$ cat src/i2c_slave_pkg.sv
// Constants and types shared by the register access slave
package i2c_slave_pkg;

	localparam int        DEV_ADDR_W  = 7;
	localparam int        BYTE_W      = 8;
	localparam int        PTR_W       = 16;
	localparam logic [3:0] BIT_LAST   = 4'h8;
	localparam logic [3:0] TX_LAST    = 4'h7;
	localparam logic [1:0] IDX_HI     = 2'h0;
	localparam logic [1:0] IDX_LO     = 2'h1;
	localparam logic [1:0] IDX_DATA   = 2'h2;
	localparam logic [15:0] PTR_RST   = 16'h0000;
	localparam logic [15:0] PTR_ONE   = 16'h0001;
	// Arbitrary default slave address
	localparam logic [6:0] DEF_DEV_ADDR = 7'h55;

	typedef enum logic [2:0] {
		ST_IDLE = 3'h0,
		ST_ADDR = 3'h1,
		ST_ACK  = 3'h2,
		ST_RX   = 3'h3,
		ST_TX   = 3'h4,
		ST_MACK = 3'h5
	} slave_state_e;

endpackage

$ cat src/line_events_if.sv
// Interface carrying synchronised bus lines and detected bus events
`timescale 1ns/1ps
`default_nettype none
interface line_events_if;
	logic scl;
	logic sda;
	logic scl_rise;
	logic scl_fall;
	logic start;
	logic stop;

	modport src (output scl, output sda, output scl_rise, output scl_fall,
		output start, output stop);
	modport dst (input scl, input sda, input scl_rise, input scl_fall,
		input start, input stop);
endinterface
`default_nettype wire

$ cat src/i2c_line_sampler.sv
// Synchroniser and edge, start and stop detector for SCL and SDA
`timescale 1ns/1ps
`default_nettype none
module i2c_line_sampler (
	// Clock and reset
	input  wire logic       clock,
	input  wire logic       rst,
	// Bus pins
	input  wire logic       scl_in,
	input  wire logic       sda_in,
	// Events
	line_events_if.src      ev
);
	import i2c_slave_pkg::*;

	logic [1:0] scl_meta_r;
	logic [1:0] sda_meta_r;
	logic       scl_s_r;
	logic       sda_s_r;
	logic       scl_p_r;
	logic       sda_p_r;

	// First stage feeds only the second
	always_ff @(posedge clock) begin
		if (rst) begin
			scl_meta_r <= 2'h3;
			sda_meta_r <= 2'h3;
		end else begin
			scl_meta_r <= {scl_meta_r[0], scl_in};
			sda_meta_r <= {sda_meta_r[0], sda_in};
		end
	end

	always_ff @(posedge clock) begin
		if (rst) begin
			scl_s_r <= 1'h1;
			sda_s_r <= 1'h1;
			scl_p_r <= 1'h1;
			sda_p_r <= 1'h1;
		end else begin
			scl_s_r <= scl_meta_r[1];
			sda_s_r <= sda_meta_r[1];
			scl_p_r <= scl_s_r;
			sda_p_r <= sda_s_r;
		end
	end

	assign ev.scl      = scl_s_r;
	assign ev.sda      = sda_s_r;
	assign ev.scl_rise = scl_s_r & ~scl_p_r;
	assign ev.scl_fall = ~scl_s_r & scl_p_r;
	// SDA moving while SCL stays high marks start or stop
	assign ev.start    = scl_s_r & scl_p_r & sda_p_r & ~sda_s_r;
	assign ev.stop     = scl_s_r & scl_p_r & ~sda_p_r & sda_s_r;

	// Checked against the pins, three and four edges back, not the detector's own terms
	AST_START_NEEDS_SCL_HIGH: assert property (@(posedge clock) disable iff (rst)
		ev.start |-> $past(scl_in, 3) && $past(scl_in, 4) && $past(sda_in, 4)
			&& !$past(sda_in, 3))
		else $error("start flagged without SDA falling under high SCL");
endmodule
`default_nettype wire

$ cat src/i2c_register_access_slave.sv
// I2C slave engine giving 16-bit addressed access to control registers
`timescale 1ns/1ps
`default_nettype none
module i2c_register_access_slave #(
	parameter logic [6:0] OWN_ADDR = i2c_slave_pkg::DEF_DEV_ADDR
) (
	// Clock and reset
	input  wire logic                         clock,
	input  wire logic                         rst,
	// Bus pins, SDA is open drain
	input  wire logic                         scl_in,
	input  wire logic                         sda_in,
	output logic                              sda_out,
	output logic                              sda_oe,
	// Configuration
	input  wire logic                         ascend,
	// Register port
	output logic [i2c_slave_pkg::PTR_W-1:0]   reg_addr,
	output logic [i2c_slave_pkg::BYTE_W-1:0]  reg_wdata,
	output logic                              reg_wr,
	input  wire logic [i2c_slave_pkg::BYTE_W-1:0] reg_rdata
);
	import i2c_slave_pkg::*;

	line_events_if ev ();

	slave_state_e      st_r;
	logic [BYTE_W-1:0] shift_r;
	logic [BYTE_W-1:0] tx_r;
	logic [3:0]        cnt_r;
	logic [1:0]        idx_r;
	logic              rw_r;
	logic              sda_oe_r;
	logic              sda_out_r;
	logic [PTR_W-1:0]  ptr_r;
	logic [BYTE_W-1:0] wdata_r;
	logic              wr_r;
	logic              byte_done;
	logic              addr_hit;
	logic              mack_edge;
	logic [PTR_W-1:0]  ptr_step;

	i2c_line_sampler u_sampler (
		.clock  (clock),
		.rst    (rst),
		.scl_in (scl_in),
		.sda_in (sda_in),
		.ev     (ev)
	);

	assign byte_done = ev.scl_fall && (cnt_r == BIT_LAST);
	assign addr_hit  = (shift_r[BYTE_W-1:1] == OWN_ADDR);
	assign mack_edge = (st_r == ST_MACK) && ev.scl_rise;
	// Plain 16-bit wrap; the register map decides what lies beyond its top
	assign ptr_step  = ascend ? ptr_r + PTR_ONE : ptr_r - PTR_ONE;

	////////////////////////////////////////////////////////////////////////
	// Bit sequencing and SDA drive

	always_ff @(posedge clock) begin
		if (rst) begin
			st_r     <= ST_IDLE;
			rw_r     <= 1'h0;
			sda_oe_r <= 1'h0;
			tx_r     <= '0;
		end else if (ev.start) begin
			st_r     <= ST_ADDR;
			sda_oe_r <= 1'h0;
		end else if (ev.stop) begin
			st_r     <= ST_IDLE;
			sda_oe_r <= 1'h0;
		end else begin
			case (st_r)
			ST_ADDR: begin
				if (byte_done) begin
					if (addr_hit) begin
						rw_r     <= shift_r[0];
						sda_oe_r <= 1'h1;
						st_r     <= ST_ACK;
					end else begin
						st_r     <= ST_IDLE;
					end
				end
			end
			ST_RX: begin
				if (byte_done) begin
					sda_oe_r <= 1'h1;
					st_r     <= ST_ACK;
				end
			end
			ST_ACK: begin
				if (ev.scl_fall) begin
					if (rw_r) begin
						tx_r     <= reg_rdata;
						sda_oe_r <= ~reg_rdata[BYTE_W-1];
						st_r     <= ST_TX;
					end else begin
						sda_oe_r <= 1'h0;
						st_r     <= ST_RX;
					end
				end
			end
			ST_TX: begin
				if (ev.scl_fall) begin
					if (cnt_r == TX_LAST) begin
						sda_oe_r <= 1'h0;
						st_r     <= ST_MACK;
					end else begin
						tx_r     <= {tx_r[BYTE_W-2:0], 1'h0};
						sda_oe_r <= ~tx_r[BYTE_W-2];
					end
				end
			end
			ST_MACK: begin
				if (ev.scl_rise) begin
					// Master acknowledge rejoins the ack path; no-acknowledge quits
					st_r <= ev.sda ? ST_IDLE : ST_ACK;
				end
			end
			default: begin
				st_r     <= ST_IDLE;
				sda_oe_r <= 1'h0;
			end
			endcase
		end
	end

	// Open drain: the driven level is always low
	always_ff @(posedge clock) begin
		if (rst) begin
			sda_out_r <= 1'h0;
		end else begin
			sda_out_r <= 1'h0;
		end
	end

	////////////////////////////////////////////////////////////////////////
	// Shift register, bit count and byte index

	always_ff @(posedge clock) begin
		if (rst) begin
			shift_r <= '0;
			cnt_r   <= '0;
			idx_r   <= IDX_HI;
		end else if (ev.start || ev.stop) begin
			cnt_r   <= '0;
			idx_r   <= IDX_HI;
		end else if ((st_r == ST_ADDR || st_r == ST_RX) && ev.scl_rise) begin
			shift_r <= {shift_r[BYTE_W-2:0], ev.sda};
			cnt_r   <= cnt_r + 4'h1;
		end else if (st_r == ST_TX && ev.scl_fall) begin
			cnt_r   <= cnt_r + 4'h1;
		end else if (st_r == ST_ACK && ev.scl_fall) begin
			cnt_r   <= '0;
		end else if (st_r == ST_MACK) begin
			cnt_r   <= '0;
		end else if (st_r == ST_RX && byte_done && idx_r != IDX_DATA) begin
			idx_r   <= idx_r + 2'h1;
		end
	end

	////////////////////////////////////////////////////////////////////////
	// Register pointer and write strobe

	always_ff @(posedge clock) begin
		if (rst) begin
			ptr_r <= PTR_RST;
		end else if (st_r == ST_RX && byte_done && idx_r == IDX_HI) begin
			ptr_r[15:8] <= shift_r;
		end else if (st_r == ST_RX && byte_done && idx_r == IDX_LO) begin
			ptr_r[7:0]  <= shift_r;
		end else if (wr_r || mack_edge) begin
			ptr_r <= ptr_step;
		end
	end

	// Stepping waits for the strobe cycle so the write sees the old pointer
	always_ff @(posedge clock) begin
		if (rst) begin
			wr_r    <= 1'h0;
			wdata_r <= '0;
		end else begin
			wr_r    <= (st_r == ST_RX) && byte_done && (idx_r == IDX_DATA) && !ev.start
				&& !ev.stop;
			wdata_r <= shift_r;
		end
	end

	assign sda_out   = sda_out_r;
	assign sda_oe    = sda_oe_r;
	assign reg_addr  = ptr_r;
	assign reg_wdata = wdata_r;
	assign reg_wr    = wr_r;

	////////////////////////////////////////////////////////////////////////
	// Checks

	AST_START_OPENS_ADDR: assert property (@(posedge clock) disable iff (rst)
		ev.start |=> st_r == ST_ADDR && cnt_r == 4'h0 && !sda_oe_r)
		else $error("start did not open an address byte");
	AST_STOP_IDLES: assert property (@(posedge clock) disable iff (rst)
		ev.stop |=> st_r == ST_IDLE && !wr_r && !sda_oe_r)
		else $error("stop did not return to idle cleanly");
	AST_MISMATCH_IGNORED: assert property (@(posedge clock) disable iff (rst)
		st_r == ST_ADDR && byte_done && !addr_hit && !ev.start && !ev.stop
		|=> (st_r == ST_IDLE && !sda_oe_r) [*2])
		else $error("foreign address not ignored");
	AST_MATCH_ACKED: assert property (@(posedge clock) disable iff (rst)
		st_r == ST_ADDR && byte_done && addr_hit && !ev.start && !ev.stop
		|=> sda_oe_r && st_r == ST_ACK && rw_r == $past(shift_r[0]))
		else $error("own address not acknowledged");
	AST_NACK_IDLES: assert property (@(posedge clock) disable iff (rst)
		mack_edge && ev.sda && !ev.start && !ev.stop |=> st_r == ST_IDLE)
		else $error("no-acknowledge did not end the read");
	AST_HIGH_BYTE_FIRST: assert property (@(posedge clock) disable iff (rst)
		st_r == ST_RX && byte_done && idx_r == IDX_HI && !ev.start && !ev.stop
		|=> ptr_r[15:8] == $past(shift_r) && !wr_r)
		else $error("high pointer byte not loaded first");
	AST_WRITE_ONLY_DATA: assert property (@(posedge clock) disable iff (rst)
		wr_r |-> $past(idx_r) == IDX_DATA)
		else $error("pointer byte written to a register");
	AST_POINTER_STEP: assert property (@(posedge clock) disable iff (rst)
		wr_r |=> ptr_r == ($past(ascend) ? $past(ptr_r) + PTR_ONE
			: $past(ptr_r) - PTR_ONE))
		else $error("pointer did not step by one");
	AST_TX_FIRST_BIT: assert property (@(posedge clock) disable iff (rst)
		st_r == ST_ACK && rw_r && ev.scl_fall && !ev.start && !ev.stop
		|=> st_r == ST_TX && sda_oe_r == !$past(reg_rdata[BYTE_W-1]))
		else $error("read data did not start after acknowledge");
	AST_DRIVE_SCL_LOW: assert property (@(posedge clock) disable iff (rst)
		$rose(sda_oe_r) |-> !ev.scl)
		else $error("SDA pulled while SCL high");

	COV_WRITE:    cover property (@(posedge clock) disable iff (rst) wr_r ##[1:400] wr_r);
	COV_READ_ACK: cover property (@(posedge clock) disable iff (rst) mack_edge && !ev.sda);
	COV_NACK:     cover property (@(posedge clock) disable iff (rst) mack_edge && ev.sda);
	COV_RESTART:  cover property (@(posedge clock) disable iff (rst)
		ev.start && st_r == ST_RX);
endmodule
`default_nettype wire

$ cat config.mk
export PLATFORM = sky130hd
export DESIGN_NAME = i2c_register_access_slave
export DESIGN_NICKNAME = d
export VERILOG_FILES = /design/src/i2c_slave_pkg.sv /design/src/line_events_if.sv /design/src/i2c_line_sampler.sv /design/src/i2c_register_access_slave.sv
export SDC_FILE = /design/constraint.sdc
export NUM_CORES = 1
export LEC_CHECK = 0
export BUFFER_PORTS_ARGS = -buffer_cell sky130_fd_sc_hd__buf_2
export CORE_ASPECT_RATIO = 0.8
export CORE_MARGIN = 5
export CORE_UTILIZATION = 25
export CTS_BUF_LIST = sky130_fd_sc_hd__clkbuf_8
export CTS_CLUSTER_DIAMETER = 200
export DETAILED_ROUTE_END_ITERATION = 7
export HOLD_SLACK_MARGIN = 0.03
export SLEW_MARGIN = 40
export SYNTH_ARGS = -nofsm -noshare
export SYNTH_HDL_FRONTEND = slang
export SYNTH_SLANG_ARGS = --single-unit
$ cat constraint.sdc
create_clock -name clock -period 8.2 [get_ports clock]
set_clock_uncertainty 0.05 [all_clocks]
set_input_delay 1.64 -clock clock [delete_from_list [all_inputs] [get_ports clock]]
set_output_delay 1.64 -clock clock [all_outputs]
set_load 0.01 [all_outputs]
## After elaboration in Yosys (flattened, before gate mapping)

Cells that the tools add are included.

| cells by class | value |
|---|---|
| eq/ne operators | 27 |
| bitwise logic cells | 21 |
| reduce and logical (&&, ||, !) cells | 33 |
| mux-type cells | 34 |
| add/sub/neg operators | 4 |

Operator list:

| kind | count |
|---|---|
| 2-to-1 mux 16 bit | 2 |
| 2-to-1 mux 7 bit | 4 |
| 2-to-1 mux 8 bit | 3 |
| inequality test 4 bit (second input constant) | 6 |
| inequality test 2 bit (second input constant) | 11 |
| 2-to-1 mux 3 bit | 7 |
| AND reduction 6 bit | 3 |
| adder 16 x 1 -> 16 bit (second input constant) | 1 |
| 2-to-1 mux 4 bit | 4 |
| subtractor 16 x 1 -> 16 bit (second input constant) | 1 |
| one-hot mux 3 bit (5 select lines) | 1 |
| inverter 1 bit | 14 |
| one-hot mux 7 bit (2 select lines) | 1 |
| logical AND 1 bit | 12 |
| AND reduction 5 bit | 2 |
| 2-to-1 mux 1 bit | 9 |
| bitwise AND 1 bit | 7 |
| equality test 7 bit (second input constant) | 1 |
| AND reduction 7 bit | 1 |
| equality test 3 x 2 -> 1 bit (second input constant) | 2 |
| equality test 3 bit (second input constant) | 2 |
| AND reduction 2 bit | 3 |
| nonzero test 2 bit | 3 |
| one-hot mux 1 bit (5 select lines) | 1 |
| 14 further kinds | 18 |

| word-level totals | value |
|---|---|
| logic and storage cells | 137 |
| output and inout port bits | 27 |
| register bits | 59 |

## Logic depth before layout (Yosys ltp)

| logic depth | value |
|---|---|
| word-level depth | 7 |
| mapped depth | 10 |
| mapped depth without buffers | 7 |

## By module

Synthesis repeated with hierarchy kept, for this count alone.

| unflattened totals | value |
|---|---|
| cells, all modules | 385 |
| area total of the unflattened synthesis | 3,326.9 um^2 |

Modules (own cells, without submodules):

| module | area an instance (um^2) | sequential area each (um^2) | cells each | instances |
|---|---|---|---|---|
| i2c_register_access_slave | 3,084.2 | 1,021.0 | 365 | 1 |
| i2c_line_sampler | 242.7 | 160.2 | 20 | 1 |

## Worst setup path before layout

No wires, ideal clock.

| timing path | value |
|---|---|
| path kind | input-to-reg |
| start point | input ascend |
| end point | register ptr_r[15] (netlist: reg_addr[15]) |
| library setup time | 0.122 ns |
| data arrival time | 3.534 ns |
| path slack | 4.494 ns |
| stages | 8 |
| cells stage by stage | inv_1 > ha_1 > and3_1 > buf_2 > and3_1 > a2111o_1 > a311oi_1 > o31ai_1 |

| on the way | value |
|---|---|
| longest elaborated chain between the ends | 4 |

RTL lines:

| element | line | RTL |
|---|---|---|
| from (decl) | i2c_register_access_slave.sv:16 | `input wire logic ascend,` |
| 2-to-1 mux 16 bit | i2c_register_access_slave.sv:55 | `assign ptr_step = ascend ? ptr_r + PTR_ONE : ptr_r - PTR_ONE;` |
| 2-to-1 mux 16 bit | i2c_register_access_slave.sv:172 | `end else if (wr_r \|\| mack_edge) begin` |
| 2-to-1 mux 8 bit | i2c_register_access_slave.sv:170 | `end else if (st_r == ST_RX && byte_done && idx_r == IDX_LO) begin` |
| 2-to-1 mux 8 bit | i2c_register_access_slave.sv:168 | `end else if (st_r == ST_RX && byte_done && idx_r == IDX_HI) begin` |
| to (signal assigned) | i2c_register_access_slave.sv:169 | `ptr_r[15:8] <= shift_r;` |
| to (signal assigned) | i2c_register_access_slave.sv:173 | `ptr_r <= ptr_step;` |
| to (decl) | i2c_register_access_slave.sv:35 | `logic [PTR_W-1:0] ptr_r;` |

Every way passes these cells. The select of a mux whose other input is x is not followed.
A chain may end at the register's enable or synchronous reset.

## Worst setup path after layout

Same ends and word-level chain as after synthesis.

==> flow_metrics.tcl <==
set metrics [dict create \
    crit_type "input port to register" \
    cts_buffers 9 \
    area_delta_synth_final_pct 14.5 \
    numClockSinks 59 \
    final_hold_viol_count 0 \
    drt-initial-drc-count 275 \
    slowest_stage "a2111o_1" \
    wl_um 10300 \
    cts_root_buf "clkbuf_8" \
    max_freq_ghz 0.260 \
    io_pins 40 \
    synthCells 436 \
    drt_pre_antenna_iters 4 \
    synthTopCellsByCount "59 x dfxtp_1, 49 x nand2_1, 35 x a21oi_1" \
    io_buffers 38 \
    worst_ep_required_time_ns 8.38 \
    ys_seq_elements 59 \
    start_util_pct 25.6 \
    dieArea_um2 17200 \
    pwr_density_cell_nw_per_um2 150 \
    crit_buf_inv 2 \
    ff2ff_path_depth 5 \
    post_cts_buffers 0 \
    antenna_found_initial 0 \
    power.leakage_uw 0.00157 \
    drive_above_1_share_pct 17.4 \
    cts_max_level 3 \
    core_area_um2 14300 \
    crit_cells 8 \
    wl_per_cell_um 15.9 \
    dieWidth_um 145 \
    r2r_end "reg_addr[9]" \
    hold-worst-slack_ns 0.362 \
    rsz0062_at_grt "false" \
    num_rows 39 \
    crit_start "ascend" \
    cts_resized 0 \
    grt.total_usage_pct 12.0 \
    yosys.area.top_type "dfxtp_1" \
    endpoint_kind "register" \
    synth-main-ff-cell "dfxtp_1" \
    outcome "completed" \
    synth_top_area_share_pct 32.3 \
    grt-ovfl-total 0 \
    cp_max_fo 14 \
    cts_tree "done" \
    fin_nets 494 \
    setup_violations 0 \
    drv_slew 0 \
    finalSetupTns_ns 0 \
    fin_crit_ns 3.85 \
    ant_nets 0 \
    maxSlewHeadroom_pct 57.3 \
    r2r_slack_ns 5.69 \
    synth-edff-count 0 \
    maxCapViolCount 0 \
    viasPerCell 5.20 \
    worstMarginPinSlew_ns 0.639 \
    ys_types 67 \
    diodes 0 \
    hold_buffers 0 \
    arrival_ns 4.03 \
    hpwl_um 7490 \
    gp_congestion 0.939 \
    crit_family "compound AO/OA/AOI/OAI gates" \
    synth_nets 469 \
    ir_drop_mv 0.0635 \
    yosysSeqAreaShare_pct 32.3 \
    hp-class "register to register" \
    grt_pass1_vias 3245 \
    cp-endpoint "reg_addr[15]" \
    rr_startpoint "st_r[0]" \
    clk_pin_slew_ns 0.07 \
    synth.most_common_cell "dfxtp_1" \
    cts_buffer_depth 2 \
    nFillCells 1504 \
    syn_area_um2 3650 \
    synth.area.top_cells "dfxtp_1 32%, ha_1 6.5%, nand2_1 5.0%" \
    fin_crit_sh_pct 46.9 \
    drcViolationCount 0 \
    grt_pass1_wl_um 17000 \
    grt_max_degree 49 \
    insertion_delay_ns 0.36 \
    die_h_um 118 \
    start_kind "input port" \
    crit_chain "buf_2 > inv_1 > ha_1 > a211oi_2 > o21ai_0 > a2111o_1 > a311oi_1 > o31ai_1" \
    critPathMaxStageDelay_ns 0.45 \
    syn_area_per_cell_um2 8.38 \
    yosys_warnings 0 \
    num_vias 3381 \
    synthArstFlopShare_pct 0 \
]
==> cell type report <==
class	instances	area [µm²]	area share (%)
clock buffers	9	124	2.96
clock inverters	7	98.8	2.36
inverters	17	63.8	1.53
multi-input cells	334	2280	54.5
flip-flops and latches	59	1180	28.2
well taps	184	230	5.50
repair buffers	40	205	4.90
==> stage by stage <==
step | utilization (%) | area (µm²) | setup WS, ns | power [µW] | cells
finish | 29.3 | 4180 | 4.35 | 627 | 650
detailed placement | 27.7 | 3960 | 4.05 | 329 | 634
global placement | 27.6 | 3950 | 4.15 | 328 | 634
CTS | 29.2 | 4180 | 4.41 | 632 | 650
floorplan | - | 3650 | 4.49 | 320 | 436
global route | 29.3 | 4180 | 4.18 | 650 | 650
==> logic make-up (layout without fill, tap and decap cells) <==
family	count (synthesis)	count (layout)	share of synthesized area [%]
xor+xnor	11	11	2.64
fa+ha+maj	20	20	7.05
flops	59	59	32.3
compound gates	149	149	29.2
buf+inv	43	73	5.61
other cells	1	1	0.103
mux	7	7	1.92
simple gates	146	146	21.2
==> flip-flops by register name (all words and copies together), names as in the netlist <==
name	cells
reg_addr	16
reg_wdata	8
shift_r	8
tx_r	7
cnt_r	4
st_r	3
idx_r	2
u_sampler.scl_meta_r	2
u_sampler.sda_meta_r	2
reg_wr	1
rw_r	1
sda_oe	1
u_sampler.ev.scl	1
u_sampler.ev.sda	1
u_sampler.scl_p_r	1
u_sampler.sda_p_r	1
==> layer usage <==
layer	global-route usage, %	share of wire, %
met1	16.7	49
met2	17.8	44
met3	2.72	4.6
met4	5.36	2.2
met5	0	0
==> placed cells by master, fill, tap and decap left out, types with 14 or more instances in the layout <==
| cell type | netlist | routed |
|---|---|---|
| nor2b_1 | 14 | 14 |
| a21oi_1 | 35 | 35 |
| nor2_1 | 15 | 14 |
| dfxtp_1 | 59 | 59 |
| buf_2 | 11 | 38 |
| o21ai_0 | 20 | 20 |
| nand2_1 | 49 | 49 |
| ha_1 | 19 | 19 |
| inv_1 | 17 | 17 |
==> how the worst min path moves through the flow <==
stage | endpoint | cells after the start | from
after CTS | u_sampler.ev.scl | 1 | u_sampler.scl_meta_r[1]
final | u_sampler.ev.scl | 1 | u_sampler.scl_meta_r[1]
after floorplan | u_sampler.ev.scl | 1 | u_sampler.scl_meta_r[1]
after global placement | u_sampler.sda_meta_r[1] | 1 | u_sampler.sda_meta_r[0]
after detailed placement | u_sampler.ev.scl | 1 | u_sampler.scl_meta_r[1]
after global routing | u_sampler.ev.sda | 1 | u_sampler.sda_meta_r[1]
==> report_power, final <==
group          switching, µW  internal (µW)  leakage [µW]
Sequential              1.21            288      0.000476
Clock                    131            173      0.000110
Combinational           22.2           12.4      0.000979
Power figures use the tool's default switching activity.
